$ cat src/shared/brc_pkg.sv
// Constants, types and register map for the brownout reset control block.
// Assumes an AHB-Lite slave port with 32-bit data and a 25 MHz core clock.
// Summary of operation
// (RQ1) Level codes 66,55,33,99,aa pick thresholds; f0 turns the monitor off.
// (RQ2) Any other level code resets the chip and restores the level register.
// (RQ3) That bad-code reset fires only after the soft reset delay.
// (RQ4) Low supply resets only when it persists beyond the filter time.
// (RQ5) A genuine low-supply reset keeps the level register contents.
// (RQ6) Filter codes 0..3 need about 8, 32, 64 or 128 slow periods.
// (RQ7) Upper six filter register bits read as zero.
// (RQ8) Low-supply reset sets the brownout event flag; only software zero clears it.
// (RQ9) Bad level code reset sets its flag; only software zero clears it.
// (RQ10) Watchdog expiry in fast or slow mode resets and sets the expiry flag.
// (RQ11) Expiry in sleep or idle clears only pc and sp, sets both flags.
// (RQ12) Power-on clears expiry and power-down flags; brownout leaves them.
// (RQ13) Power-on zeroes pc, masks interrupts, restarts watchdog, stops timer, inputs, stack top.
// (RQ14) Normal expiry reloads level, filter, watchdog control; sleep expiry keeps them.
// (RQ15) Illegal watchdog enable code reset sets the misuse flag; software clears it.
// (RQ16) The brownout monitor is disabled during sleep or idle.
// (RQ17) Low-supply input is synchronised; filter counts slow cycles, restarts on release.
package brc_pkg;
    // Register byte offsets
    localparam logic [7:0] BRC_LEVEL_OFS = 8'h00;
    localparam logic [7:0] BRC_FILTER_OFS = 8'h04;
    localparam logic [7:0] BRC_CAUSE_OFS = 8'h08;
    localparam logic [7:0] BRC_WDCTL_OFS = 8'h0c;
    localparam logic [7:0] BRC_STATUS_OFS = 8'h10;
    // Reset values
    localparam logic [7:0] BRC_LEVEL_POR = 8'h66;
    localparam logic [1:0] BRC_FILTER_POR = 2'h1;
    localparam logic [7:0] BRC_WDCTL_POR = 8'h57;
    // Level codes
    localparam logic [7:0] BRC_LV_1V70 = 8'h66;
    localparam logic [7:0] BRC_LV_2V20 = 8'h55;
    localparam logic [7:0] BRC_LV_2V55 = 8'h33;
    localparam logic [7:0] BRC_LV_3V15 = 8'h99;
    localparam logic [7:0] BRC_LV_3V80 = 8'haa;
    localparam logic [7:0] BRC_LV_OFF = 8'hf0;
    // Watchdog enable codes in bits 7..3
    localparam logic [4:0] BRC_WE_ON = 5'h0a;
    localparam logic [4:0] BRC_WE_OFF = 5'h15;
    // Cause flag bit positions
    localparam int BRC_CF_WRF = 0;
    localparam int BRC_CF_LRF = 1;
    localparam int BRC_CF_LVF = 2;
    // Status bit positions
    localparam int BRC_ST_PDF = 0;
    localparam int BRC_ST_TO = 1;
    // Filter thresholds in slow periods, per select code
    localparam logic [7:0] BRC_FILT_0 = 8'h08;
    localparam logic [7:0] BRC_FILT_1 = 8'h20;
    localparam logic [7:0] BRC_FILT_2 = 8'h40;
    localparam logic [7:0] BRC_FILT_3 = 8'h80;
    // Soft reset delay
    localparam int BRC_CLK_MHZ = 25;
    localparam int BRC_SRESET_US = 1;
    localparam logic [7:0] BRC_SRESET_CYC = 8'(BRC_SRESET_US * BRC_CLK_MHZ);
    // Reset source encoding
    typedef enum logic [3:0] {
        BRC_RS_NONE = 4'h0,
        BRC_RS_BOD = 4'h1,
        BRC_RS_BADLV = 4'h2,
        BRC_RS_WDNORM = 4'h4,
        BRC_RS_WDCTL = 4'h8
    } brc_src_t;
    // Reset request bundle to the core
    typedef struct packed {
        logic chip_rst;
        logic pc_sp_clr;
    } brc_rst_t;
endpackage

$ cat src/design/brc_filter.sv
// Persistence filter for the synchronised low-supply indication.
// Assumes slow_tick pulses once per slow oscillator period.
`timescale 1ns/1ns
module brc_filter
    import brc_pkg::*;
(
    // Clock and reset
    input wire logic core_clk,
    input wire logic srst,
    // Control
    input wire logic low_sync,
    input wire logic slow_tick,
    input wire logic [1:0] brownout_filter_select,
    // Result
    output logic trip
);
    // ==========================================
    // Count slow periods while low is held
    logic [7:0] cnt_ff, nxt_cnt;
    logic [7:0] limit;
    always_comb begin
        unique case (brownout_filter_select)
            2'h0: limit = BRC_FILT_0; // RQ6
            2'h1: limit = BRC_FILT_1;
            2'h2: limit = BRC_FILT_2;
            default: limit = BRC_FILT_3;
        endcase
        nxt_cnt = cnt_ff;
        if (!low_sync) begin
            nxt_cnt = 8'h00; // RQ17
        end else if (slow_tick && cnt_ff < limit) begin
            nxt_cnt = cnt_ff + 8'h01;
        end
    end
    always_ff @(posedge core_clk) begin
        if (srst) begin
            cnt_ff <= 8'h00;
        end else begin
            cnt_ff <= nxt_cnt;
        end
    end
    // Tick phase is unknown at onset, so the window is limit-1 to limit periods
    // Compare with >= so a smaller select written mid-count trips at once; the count holds, so == would never trip
    assign trip = low_sync && cnt_ff >= limit; // RQ4
    a_filter_clear: assert property (@(posedge core_clk) disable iff (srst)
        !low_sync |=> cnt_ff == 8'h00) else $error("filter did not restart"); // RQ17
    a_filter_trip: assert property (@(posedge core_clk) disable iff (srst) // RQ4
        $rose(trip) |-> $past(low_sync) && cnt_ff >= BRC_FILT_0) else $error("early trip");
endmodule

$ cat src/design/brc_top.sv
// Brownout reset control: level/filter decode, reset causes, status flags.
// Assumes a single AHB-Lite master; core mode and watchdog events are inputs.
//
// Chosen here: register access over AHB-Lite and the register offsets.
`timescale 1ns/1ns
module brc_top
    import brc_pkg::*;
(
    // Clock and reset
    input wire logic core_clk,
    input wire logic srst,
    // AHB-Lite slave
    input wire logic hsel,
    input wire logic [31:0] haddr,
    input wire logic [1:0] htrans,
    input wire logic hwrite,
    input wire logic [2:0] hsize,
    input wire logic [31:0] hwdata,
    input wire logic hready,
    output logic [31:0] hrdata,
    output logic hreadyout,
    output logic hresp,
    // Supply, mode and watchdog
    input wire logic low_supply,
    input wire logic slow_tick,
    input wire logic sleep_mode,
    input wire logic wdt_expire,
    // Reset, watchdog control and threshold outputs
    output logic chip_rst,
    output logic pc_sp_clr,
    output logic wdt_enable,
    output logic [2:0] wdt_period_sel,
    output logic [2:0] brownout_threshold
);
    // ==========================================
    // Bus address phase capture
    logic wr_pend_ff, nxt_wr_pend;
    logic [7:0] addr_ff, nxt_addr;
    logic rd_take;
    always_comb begin
        rd_take = hsel && hready && htrans[1] && !hwrite;
        nxt_wr_pend = hsel && hready && htrans[1] && hwrite;
        nxt_addr = addr_ff;
        if (hsel && hready && htrans[1]) begin
            nxt_addr = haddr[7:0];
        end
    end
    always_ff @(posedge core_clk) begin
        if (srst) begin
            wr_pend_ff <= 1'b0;
            addr_ff <= 8'h00;
        end else begin
            wr_pend_ff <= nxt_wr_pend;
            addr_ff <= nxt_addr;
        end
    end
    assign hreadyout = 1'b1;
    assign hresp = 1'b0;

    // ==========================================
    // Low supply synchroniser and filter
    logic low_s1_ff, low_s2_ff, trip;
    logic mon_on;
    logic [7:0] brownout_level_code_ff;
    logic [1:0] brownout_filter_select_ff;
    always_ff @(posedge core_clk) begin
        if (srst) begin
            low_s1_ff <= 1'b0;
            low_s2_ff <= 1'b0;
        end else begin
            low_s1_ff <= low_supply;
            low_s2_ff <= low_s1_ff;
        end
    end
    // Monitor idles in sleep and when switched off
    assign mon_on = !sleep_mode && brownout_level_code_ff != BRC_LV_OFF; // RQ16
    brc_filter u_filter (
        .core_clk(core_clk),
        .srst(srst),
        .low_sync(low_s2_ff && mon_on),
        .slow_tick(slow_tick),
        .brownout_filter_select(brownout_filter_select_ff),
        .trip(trip)
    );

    // ==========================================
    // Level decode
    logic lv_valid;
    always_comb begin
        lv_valid = 1'b1;
        brownout_threshold = 3'h0;
        unique case (brownout_level_code_ff) // RQ1
            BRC_LV_1V70: brownout_threshold = 3'h1;
            BRC_LV_2V20: brownout_threshold = 3'h2;
            BRC_LV_2V55: brownout_threshold = 3'h3;
            BRC_LV_3V15: brownout_threshold = 3'h4;
            BRC_LV_3V80: brownout_threshold = 3'h5;
            BRC_LV_OFF: brownout_threshold = 3'h0;
            default: lv_valid = 1'b0;
        endcase
    end

    // ==========================================
    // Reset sequencer
    typedef enum logic [3:0] {
        BRC_S_RUN = 4'b0001,
        BRC_S_DLY_LV = 4'b0010,
        BRC_S_DLY_WD = 4'b0100,
        BRC_S_RST = 4'b1000
    } brc_state_t;
    brc_state_t st_ff, nxt_st;
    logic [7:0] dly_ff, nxt_dly;
    brc_src_t src_ff, nxt_src;
    logic [7:0] wdctl_ff;
    logic we_valid;
    assign we_valid = wdctl_ff[7:3] == BRC_WE_ON || wdctl_ff[7:3] == BRC_WE_OFF;
    always_comb begin
        nxt_st = st_ff;
        nxt_dly = dly_ff;
        nxt_src = BRC_RS_NONE;
        unique case (st_ff)
            BRC_S_RUN: begin
                nxt_dly = 8'h00;
                if (trip) begin
                    nxt_st = BRC_S_RST;
                    nxt_src = BRC_RS_BOD; // RQ4
                end else if (wdt_expire && !sleep_mode) begin
                    nxt_st = BRC_S_RST;
                    nxt_src = BRC_RS_WDNORM; // RQ10
                end else if (!lv_valid) begin
                    nxt_st = BRC_S_DLY_LV; // RQ3
                end else if (!we_valid) begin
                    nxt_st = BRC_S_DLY_WD;
                end
            end
            BRC_S_DLY_LV, BRC_S_DLY_WD: begin
                nxt_dly = dly_ff + 8'h01;
                if (dly_ff == BRC_SRESET_CYC - 8'h01) begin
                    nxt_st = BRC_S_RST;
                    nxt_src = (st_ff == BRC_S_DLY_LV) ? BRC_RS_BADLV : BRC_RS_WDCTL; // RQ3
                end
            end
            BRC_S_RST: begin
                nxt_st = BRC_S_RUN;
            end
        endcase
    end
    always_ff @(posedge core_clk) begin
        if (srst) begin
            st_ff <= BRC_S_RUN;
            dly_ff <= 8'h00;
            src_ff <= BRC_RS_NONE;
        end else begin
            st_ff <= nxt_st;
            dly_ff <= nxt_dly;
            src_ff <= nxt_src;
        end
    end
    // One-cycle reset pulse in the same cycle that src_ff holds the latched cause
    logic wd_sleep_ff;
    always_ff @(posedge core_clk) begin
        if (srst) begin
            wd_sleep_ff <= 1'b0;
        end else begin
            wd_sleep_ff <= st_ff == BRC_S_RUN && wdt_expire && sleep_mode && !trip;
        end
    end
    brc_rst_t rst_out;
    // Power-on (srst) also drives chip reset so the core does its full init
    assign rst_out.chip_rst = srst || st_ff == BRC_S_RST; // RQ13
    assign rst_out.pc_sp_clr = wd_sleep_ff; // RQ11
    assign chip_rst = rst_out.chip_rst;
    assign pc_sp_clr = rst_out.pc_sp_clr;

    // ==========================================
    // Registers
    logic [7:0] nxt_level, nxt_wdctl;
    logic [1:0] nxt_filter;
    logic [2:0] cause_ff, nxt_cause;
    logic [1:0] stat_ff, nxt_stat;
    logic wr_lv, wr_flt, wr_cause, wr_wd;
    always_comb begin
        wr_lv = wr_pend_ff && addr_ff == BRC_LEVEL_OFS;
        wr_flt = wr_pend_ff && addr_ff == BRC_FILTER_OFS;
        wr_cause = wr_pend_ff && addr_ff == BRC_CAUSE_OFS;
        wr_wd = wr_pend_ff && addr_ff == BRC_WDCTL_OFS;
        nxt_level = wr_lv ? hwdata[7:0] : brownout_level_code_ff;
        nxt_filter = wr_flt ? hwdata[1:0] : brownout_filter_select_ff;
        nxt_wdctl = wr_wd ? hwdata[7:0] : wdctl_ff;
        nxt_cause = cause_ff;
        nxt_stat = stat_ff;
        // Software may only clear flags; write of one is ignored
        if (wr_cause) begin
            nxt_cause = cause_ff & hwdata[2:0]; // RQ8 RQ9 RQ15
        end
        if (src_ff == BRC_RS_BADLV) begin
            nxt_level = BRC_LEVEL_POR; // RQ2
        end
        if (src_ff == BRC_RS_WDNORM) begin
            nxt_level = BRC_LEVEL_POR; // RQ14
            nxt_filter = BRC_FILTER_POR;
            nxt_wdctl = BRC_WDCTL_POR;
        end
        // Set wins over a same-cycle software clear
        if (src_ff == BRC_RS_BOD) begin
            nxt_cause[BRC_CF_LVF] = 1'b1; // RQ8 RQ5
        end
        if (src_ff == BRC_RS_BADLV) begin
            nxt_cause[BRC_CF_LRF] = 1'b1; // RQ9
        end
        if (src_ff == BRC_RS_WDCTL) begin
            nxt_cause[BRC_CF_WRF] = 1'b1; // RQ15
        end
        if (src_ff == BRC_RS_WDNORM) begin
            nxt_stat[BRC_ST_TO] = 1'b1; // RQ10 RQ12
        end
        if (wd_sleep_ff) begin
            nxt_stat = 2'h3; // RQ11
        end
    end
    always_ff @(posedge core_clk) begin
        if (srst) begin
            brownout_level_code_ff <= BRC_LEVEL_POR;
            brownout_filter_select_ff <= BRC_FILTER_POR;
            wdctl_ff <= BRC_WDCTL_POR;
            cause_ff <= 3'h0;
            stat_ff <= 2'h0; // RQ12
        end else begin
            brownout_level_code_ff <= nxt_level;
            brownout_filter_select_ff <= nxt_filter;
            wdctl_ff <= nxt_wdctl;
            cause_ff <= nxt_cause;
            stat_ff <= nxt_stat;
        end
    end
    assign wdt_enable = wdctl_ff[7:3] == BRC_WE_ON;
    assign wdt_period_sel = wdctl_ff[2:0];

    // ==========================================
    // Read data, registered in the data phase
    logic [31:0] rdata_ff, nxt_rdata;
    always_comb begin
        nxt_rdata = 32'h0000_0000;
        if (rd_take) begin
            unique case (haddr[7:0])
                BRC_LEVEL_OFS: nxt_rdata = {24'h000000, brownout_level_code_ff};
                BRC_FILTER_OFS: nxt_rdata = {30'h0, brownout_filter_select_ff}; // RQ7
                BRC_CAUSE_OFS: nxt_rdata = {29'h0, cause_ff};
                BRC_WDCTL_OFS: nxt_rdata = {24'h000000, wdctl_ff};
                BRC_STATUS_OFS: nxt_rdata = {30'h0, stat_ff};
                default: nxt_rdata = 32'h0000_0000;
            endcase
        end
    end
    always_ff @(posedge core_clk) begin
        if (srst) begin
            rdata_ff <= 32'h0000_0000;
        end else begin
            rdata_ff <= nxt_rdata;
        end
    end
    assign hrdata = rdata_ff;

    // ==========================================
    // Checks
    a_badlv_delay: assert property (@(posedge core_clk) disable iff (srst)
        st_ff == BRC_S_RUN && !lv_valid && !trip && !(wdt_expire && !sleep_mode)
        |=> !chip_rst [*8]) else $error("bad level reset too early"); // RQ3
    a_badlv_flag: assert property (@(posedge core_clk) disable iff (srst)
        src_ff == BRC_RS_BADLV |=> cause_ff[BRC_CF_LRF]
        && brownout_level_code_ff == BRC_LEVEL_POR) else $error("bad level not handled"); // RQ2
    a_bod_keep: assert property (@(posedge core_clk) disable iff (srst)
        src_ff == BRC_RS_BOD && !wr_lv |=> cause_ff[BRC_CF_LVF]
        && $stable(brownout_level_code_ff)) else $error("brownout flag or level wrong"); // RQ5
    a_bod_stat: assert property (@(posedge core_clk) disable iff (srst)
        src_ff == BRC_RS_BOD && !wd_sleep_ff |=> $stable(stat_ff))
        else $error("brownout touched status"); // RQ12
    a_wd_norm: assert property (@(posedge core_clk) disable iff (srst)
        src_ff == BRC_RS_WDNORM |=> stat_ff[BRC_ST_TO] && wdctl_ff == BRC_WDCTL_POR
        && brownout_filter_select_ff == BRC_FILTER_POR) else $error("watchdog reload"); // RQ14
    a_wd_sleep: assert property (@(posedge core_clk) disable iff (srst)
        pc_sp_clr |=> stat_ff == 2'h3 && !chip_rst) else $error("sleep expiry"); // RQ11
    a_flag_hold: assert property (@(posedge core_clk) disable iff (srst)
        cause_ff[BRC_CF_LVF] && !wr_cause |=> cause_ff[BRC_CF_LVF])
        else $error("flag cleared by hardware"); // RQ8
    a_sleep_mon: assert property (@(posedge core_clk) disable iff (srst)
        sleep_mode [*3] |-> !trip) else $error("monitor active in sleep"); // RQ16
    a_wdctl_flag: assert property (@(posedge core_clk) disable iff (srst)
        src_ff == BRC_RS_WDCTL |=> cause_ff[BRC_CF_WRF]) else $error("misuse flag"); // RQ15

    // Reset pulse shape, software clears, read-as-zero bits, sleep expiry and power-on reset
    a_rst_pulse: assert property (@(posedge core_clk) disable iff (srst) // RQ4
        st_ff == BRC_S_RUN && trip |=> chip_rst ##1 !chip_rst)
        else $error("brownout reset pulse wrong");
    a_sw_clear: assert property (@(posedge core_clk) disable iff (srst) // RQ9
        wr_cause && !hwdata[BRC_CF_LRF] && src_ff != BRC_RS_BADLV |=> !cause_ff[BRC_CF_LRF])
        else $error("bad level flag not cleared");
    a_wrf_clear: assert property (@(posedge core_clk) disable iff (srst) // RQ15
        wr_cause && !hwdata[BRC_CF_WRF] && src_ff != BRC_RS_WDCTL |=> !cause_ff[BRC_CF_WRF])
        else $error("misuse flag not cleared");
    a_filter_rd: assert property (@(posedge core_clk) disable iff (srst) // RQ7
        rd_take && haddr[7:0] == BRC_FILTER_OFS |=> hrdata[31:2] == 30'h0)
        else $error("filter upper bits not zero");
    a_sleep_rst: assert property (@(posedge core_clk) disable iff (srst) // RQ11
        st_ff == BRC_S_RUN && wdt_expire && sleep_mode && !trip |=> !chip_rst)
        else $error("sleep expiry reset the chip");
    a_por_rst: assert property (@(posedge core_clk) // RQ13
        srst |-> chip_rst) else $error("no chip reset during power-on");
endmodule

$ cat config.mk
export PLATFORM = sky130hd
export DESIGN_NAME = brc_top
export DESIGN_NICKNAME = d
export VERILOG_FILES = /design/src/shared/brc_pkg.sv /design/src/design/brc_filter.sv /design/src/design/brc_top.sv
export SDC_FILE = /design/constraint.sdc
export NUM_CORES = 1
export LEC_CHECK = 0
export BUFFER_PORTS_ARGS = -buffer_cell sky130_fd_sc_hd__buf_2
export CAP_MARGIN = 20
export CORE_MARGIN = 1
export CORE_UTILIZATION = 45
export DETAILED_ROUTE_END_ITERATION = 7
export MAX_ROUTING_LAYER = met4
export PLACE_DENSITY = 0.74
export SETUP_SLACK_MARGIN = 0.3
export SYNTH_ARGS = -nofsm -noshare
export SYNTH_HDL_FRONTEND = slang
export SYNTH_SLANG_ARGS = --single-unit
$ cat constraint.sdc
create_clock -name core_clk -period 1.9 [get_ports core_clk]
set_input_delay 0.19 -clock core_clk [delete_from_list [all_inputs] [get_ports core_clk]]
set_output_delay 0.19 -clock core_clk [all_outputs]
set_load 0.02 [all_outputs]
Yosys cells after proc, flatten, opt, wreduce, memory -nomap -nowiden --
Index checks and enable logic that the tools add are counted.
Cells by class: reductions and logical operators 36, multiplexer cells 22, $lt $le $gt $ge 2, bitwise gates (word level) 3, equality and inequality tests 29, add/subtract/negate cells 2
Operators with widths (number):
- one-hot mux 8 bit (5 select lines) | 1
- == test 8 x 4 -> 1 bit, second input constant | 4
- 2-to-1 mux 4 bit | 7
- == test 8 bit, second input constant | 3
- one-hot mux 8 bit (3 select lines) | 1
- adder 8 x 1 -> 8 bit, second input constant | 2
- == test 8 x 3 -> 1 bit, second input constant | 2
- == test 8 x 5 -> 1 bit, second input constant | 2
- == test 8 x 7 -> 1 bit, second input constant | 2
- logical AND 1 bit | 16
- zero test 8 bit | 2
- one-hot mux 8 bit (2 select lines) | 1
- one-hot mux 3 bit (5 select lines) | 1
- one-hot mux 4 bit (3 select lines) | 1
- nonzero test 2 bit | 5
- 2-to-1 mux 3 bit | 3
- == test 4 x 1 -> 1 bit, second input constant | 2
- == test 4 x 2 -> 1 bit, second input constant | 2
- == test 4 x 3 -> 1 bit, second input constant | 2
- == test 4 bit, second input constant | 2
- == test 8 x 6 -> 1 bit, second input constant | 1
- >= comparator 8 bit | 1
- less-than comparator 8 bit | 1
- != test 8 bit, second input constant | 1
- 18 further kinds | 29
Storage, ports and cells: flip-flop bits (word level) 91, bits of input ports 78, output and inout port bits 43, word-level logic and storage cells 112

Depth between registers and ports, before layout --
depth after elaboration 7, gate-level depth with buffers 7, mapped depth without buffers 7

By module --
From an unflattened synthesis, not the netlist that was laid out.
Second synthesis, totals: cells, all modules 392, area, all modules 3408.3 µm²
Modules (own cells, without submodules):
- brc_top | sequential area each 1181.1 µm², area an instance 2844.0 µm², cells an instance 326, instances 1
- brc_filter | sequential area each 160.2 µm², area an instance 564.3 µm², cells an instance 66, instances 1

Worst setup path after synthesis --
OpenSTA, ideal clock, no wires.
path type register -> register, start reg brownout_filter_select_ff[0], end reg u_filter.cnt_ff[3], path slack -0.032 ns, required time 1.830 ns, period minus slack after synthesis 1.932 ns, arrival time 1.861 ns, stages on the path, launching flop included 7, library setup time 0.070 ns, buffers on the path 0, cells stage by stage dfxtp_1 > nand2b_1 > ha_1 > o21ai_0 > o21ai_0 > or3_1 > a21oi_1
Between the ends: word-level cells in the longest chain between the ends 4, elaborated cells between the ends (all ways) 6, classes of those cells order compare: 1; eq/ne: 2; mux: 1; reduce/logical: 2
RTL lines:
- from (decl) | RTL line brc_top.sv:65 | logic [1:0] brownout_filter_select_ff;
- from (signal assigned) | RTL line brc_top.sv:230 | brownout_filter_select_ff <= nxt_filter;
- == test 2 bit (tied with other cells) | RTL line brc_filter.sv:22 | unique case (brownout_filter_select)
- one-hot mux 8 bit (3 select lines) (*) | RTL line brc_filter.sv:22
- less-than comparator 8 bit (*) | RTL line brc_filter.sv:31 | end else if (slow_tick && cnt_ff < limit) begin
- logical AND 1 bit (*) | RTL line brc_filter.sv:31
- to (signal assigned) | RTL line brc_filter.sv:39 | cnt_ff <= nxt_cnt;
- to (decl) | RTL line brc_filter.sv:19 | logic [7:0] cnt_ff, nxt_cnt;
Mark *: on every way between the ends. The rest lies on a longest branch, timed or not. A chain may end at the register's enable or synchronous reset.

Worst setup path after layout --
start reg addr_ff[4], end reg brownout_level_code_ff[6]
Between the ends: word-level cells in the longest chain between the ends 2
RTL lines:
- from (decl) | RTL line brc_top.sv:38 | logic [7:0] addr_ff, nxt_addr;
- from (signal assigned) | RTL line brc_top.sv:54 | addr_ff <= nxt_addr;
- zero test 8 bit | RTL line brc_top.sv:183 | wr_lv = wr_pend_ff && addr_ff == BRC_LEVEL_OFS;
- logical AND 1 bit | RTL line brc_top.sv:183
- to (signal assigned) | RTL line brc_top.sv:229 | brownout_level_code_ff <= nxt_level;
- to (decl) | RTL line brc_top.sv:64 | logic [7:0] brownout_level_code_ff;
No other way between the ends.

==> summary.md <==
| Metric | Value |
|---|---|
| Result of the run | `complete, but fails checks` |
| Failing checks | `negative setup slack` |
| Routed vias/inst | `5.26` |
| Slowest stage cell, crit path | `sky130_fd_sc_hd__or4b_4` |
| Post-synthesis register bit count | `67` |
| Final standard cell area without fillers | `4240 sq um` |
| Hpwl dp | `5400 microns` |
| Leakage power | `1.73 nW` |
| Portion of total power attributed to combinational logic | `0.121` |
| Req. time, crit path | `2140 ps` |
| Share of power burned in the clock network | `0.375` |
| Number of design-rule violations left by the first detailed-router iteration | `112` |
| Initial antenna violation count | `0` |
| Actual slew at the worst max-slew pin | `569 ps` |
| Arrival time worst endpoint | `2150 ps` |
| CTS tree | `built` |
| Flip-flop and latch area | `1380 sq um` |
| Total via count in the routed design | `2874` |
| Maximum capacitance violations | `0` |
| Origin of the critical flop-to-flop path | `addr_ff[4]` |
| Global-route usage over all layers | `0.210` |
| Std-Cell Core Area | `7250 sq um` |
| Port Buffer Count | `42` |
| Total cell area at the placement stage | `3720 sq um` |
| Number of filler cells placed in the layout | `634` |
| Post-synth EDFFs | `0` |
| Standard-cell rows | `31` |
| Final clock skew | `10.4 ps` |
| Sequential fraction of the synthesis area | `0.395` |
| Primary FF master, synth | `sky130_fd_sc_hd__dfxtp_1` |
| Clock edge transition at the registers on the reported setup and hold paths | `80 ps` |
| Startpoint of the most critical setup path | `addr_ff[4]` |
| Cell Count, Final, Fillers Out | `546` |
| Power, Total | `2.89 mW` |
| Maximum vdd drop | `0.451 mV` |
| Part of the power in registers | `0.504` |
| Number of diodes added for antenna fixing | `0` |
| Wire length of the first global-routing pass | `12100 microns` |
| Gp weighted congestion | `0.856` |
| Buffer levels on the longest clock path | `2` |
| Overall routed net length | `7690 microns` |
| Warnings from Yosys | `0` |
| Largest driver fanout on the critical path | `8` |
| Switch share | `0.297` |
| Launch instance of the worst min-delay path | `low_supply` |
| Post-route antenna net violation count | `0` |
| Later-pin clock latency in the skew report | `360 ps` |
| Final Max Tran Viols | `0` |
| Pre-CTS worst setup slack | `18.4 ps` |
| Areal power density over the cells | `681 nW/um^2` |
| Hold Vio Cnt, Final | `0` |
| IO Pins | `121` |
| Congestion Overflow GR | `0` |
| Area taken by multi-input logic gates | `2170 sq um` |
| Setup repair after global routing missed its margin | `true` |
| Number of instances in the placed design | `523` |
| Clock Root Buffer | `sky130_fd_sc_hd__clkbuf_8` |
| Die H | `88.9 microns` |
| Number of sinks driven by the clock tree | `67` |
| Post-route clock period utilization | `1.01` |
| Die Wd | `88.9 microns` |
| H-Tree Level Count | `3` |
| Largest net degree at the start of global routing | `34` |
| Post-route setup TNS | `-12.2 ps` |
| Post-synthesis instance area | `3390 sq um` |
| Nets | `528` |
| Least setup slack across all paths after layout | `-12.2 ps` |
| CTS Buf Count | `9` |
| Switching power | `858 uW` |
| Crit end category | `flip-flop` |
| Worst min-delay path category | `in -> reg` |
| Tmin final | `1910 ps` |
| Die Outline Area | `7890 sq um` |
| Post-synthesis cell type count | `58` |
| Effective utilization at floorplan | `0.468` |
| CP Class | `reg -> reg` |
| Average size of a mapped cell | `8.70 sq um` |
| Cells along the critical path | `or4b_4, nor4_4, nor3b_2, buf_6, mux2i_1, nand2_1` |
| Tightest hold margin | `45.3 ps` |
| Slowest cell delay on critical path | `540 ps` |
| Max transition margin | `0.619` |
| Synthesis-to-layout area growth | `24.8%` |
| Critical path launch point type | `flip-flop` |
| Routed len/inst | `14.1 microns` |
| Count of TritonRoute iterations in the first routing pass | `4` |
| FFs w/ async S/R, synth | `0` |
| Endpoints failing setup | `1` |
| Peak clock frequency supported by timing | `523 MHz` |
| Gate count of the mapped netlist | `390` |
| Number of remaining DRC errors | `0` |
| Share of layout cells above drive strength 1 | `0.322` |
| Total internal power | `2.03 mW` |
| Share of the core filled with cells in the final layout | `0.584` |
| Via count of the first global-routing pass | `2593` |
==> area by class of cell <==
cell class	instances	share of cell area
clock buffer	9	0.0292
clock inverter	7	0.0124
inverter	9	0.00797
multi-input combinational	298	0.512
sequential	67	0.327
tap	99	0.0292
timing repair buffer	57	0.0824
==> routing by layer <==
metal	share of wire	track usage	wire length [microns]
met1	0.43	0.246	3280
met2	0.51	0.350	3930
met3	0.048	0.0681	371
met4	0.013	0.0513	99
met5	0	-	0
==> Yosys cell counts, drive strengths merged (2+ instances only) <==
| master | count | area, sq um |
|---|---|---|
| o21ai | 13 | 65.1 |
| xor2 | 4 | 35.0 |
| nor3 | 9 | 50.1 |
| o2111ai | 3 | 26.3 |
| conb | 2 | 7.51 |
| nor2 | 47 | 194 |
| or2b | 3 | 22.5 |
| nand2 | 45 | 169 |
| a22oi | 5 | 37.5 |
| or3 | 6 | 37.5 |
| nor4 | 5 | 46.3 |
| nand2b | 6 | 40.0 |
| o22ai | 2 | 12.5 |
| nor4b | 2 | 17.5 |
| and2 | 4 | 25.0 |
| or4 | 3 | 26.3 |
| inv | 9 | 33.8 |
| or4b | 2 | 20.0 |
| a211oi | 4 | 35.0 |
| ha | 8 | 100 |
| buf | 37 | 269 |
| nor3b | 3 | 27.5 |
| a21oi | 25 | 125 |
| dfxtp | 67 | 1340 |
| o311ai | 2 | 17.5 |
| o22a | 2 | 17.5 |
| and3 | 4 | 25.0 |
| mux2i | 24 | 240 |
| xnor2 | 2 | 17.5 |
| nand3 | 5 | 30.0 |
| clkbuf | 3 | 11.3 |
| a31o | 2 | 17.5 |
| nand3b | 8 | 60.1 |
| a31oi | 2 | 12.5 |
| nor4bb | 7 | 70.1 |
| nor2b | 6 | 37.5 |
==> layout by cell type (no fill, tap or decap), types with 5 or more instances in the layout <==
master,count
sky130_fd_sc_hd__dfxtp_1,53
sky130_fd_sc_hd__mux2i_1,24
sky130_fd_sc_hd__conb_1,26
sky130_fd_sc_hd__nor3_1,7
sky130_fd_sc_hd__o21ai_0,6
sky130_fd_sc_hd__buf_6,5
sky130_fd_sc_hd__clkbuf_8,9
sky130_fd_sc_hd__buf_2,39
sky130_fd_sc_hd__nor4bb_4,6
sky130_fd_sc_hd__a22oi_1,5
sky130_fd_sc_hd__nor2b_1,5
sky130_fd_sc_hd__a21oi_1,22
sky130_fd_sc_hd__nor2_2,7
sky130_fd_sc_hd__nand3b_1,8
sky130_fd_sc_hd__nand2_1,42
sky130_fd_sc_hd__inv_1,9
sky130_fd_sc_hd__o21ai_1,5
sky130_fd_sc_hd__buf_4,13
sky130_fd_sc_hd__nor2_1,39
sky130_fd_sc_hd__dfxtp_4,10
sky130_fd_sc_hd__ha_1,5
==> power groups by stage <==
stage          registers, mW  logic [mW]  clock network [mW]
2_1_floorplan           1.49       0.274                   0
3_3_place_gp            1.49       0.316                   0
3_5_place_dp            1.49       0.325                   0
4_1_cts                 1.46       0.340                1.11
5_1_grt                 1.46       0.385                1.18
6_report                1.46       0.350                1.08
==> registers in the layout (all words and copies together), names as in the netlist <==
name / cells
low_s1_ff: 1
cause_ff: 3
brownout_level_code_ff: 8
pc_sp_clr: 1
st_ff: 4
wdctl_ff: 8
src_ff: 4
low_s2_ff: 1
stat_ff: 2
dly_ff: 8
wr_pend_ff: 1
brownout_filter_select_ff: 2
hrdata: 8
addr_ff: 8
u_filter.cnt_ff: 8
==> cell families (layout without fill, tap and decap cells) <==
group | Yosys count | count (layout) | synth area share
flops | 67 | 67 | 0.395
xor+xnor | 6 | 6 | 0.0155
buf+inv | 49 | 82 | 0.0925
mux | 24 | 24 | 0.0708
simple gates | 168 | 168 | 0.272
compound gates | 66 | 66 | 0.122
fa+ha+maj | 8 | 8 | 0.0295
other cells | 2 | 26 | 0.00221
==> critical path, delay by kind of cell (launching register included) <==
family / cells / cell delay, ps
buf+inv: 1 / 180
flops: 1 / 330
mux: 1 / 220
simple gates: 4 / 1070
==> final timing paths <==
kind,cells past startpoint,slack (ps),endpoint
hold / removal,2,50,low_s1_ff
hold reg to reg,1,440,low_s2_ff
setup / recovery,6,-10,brownout_level_code_ff[6]
setup reg to reg,6,-10,brownout_level_code_ff[6]
==> repair_timing <==
action | CTS | global route
hold buffers | 0 | 0
resized for setup | 48 | 24
buffers inserted | 6 | 1
pin swaps | 19 | 19
endpoints found under the setup margin | 44 | 39
(Power assumes the default switching activity.)
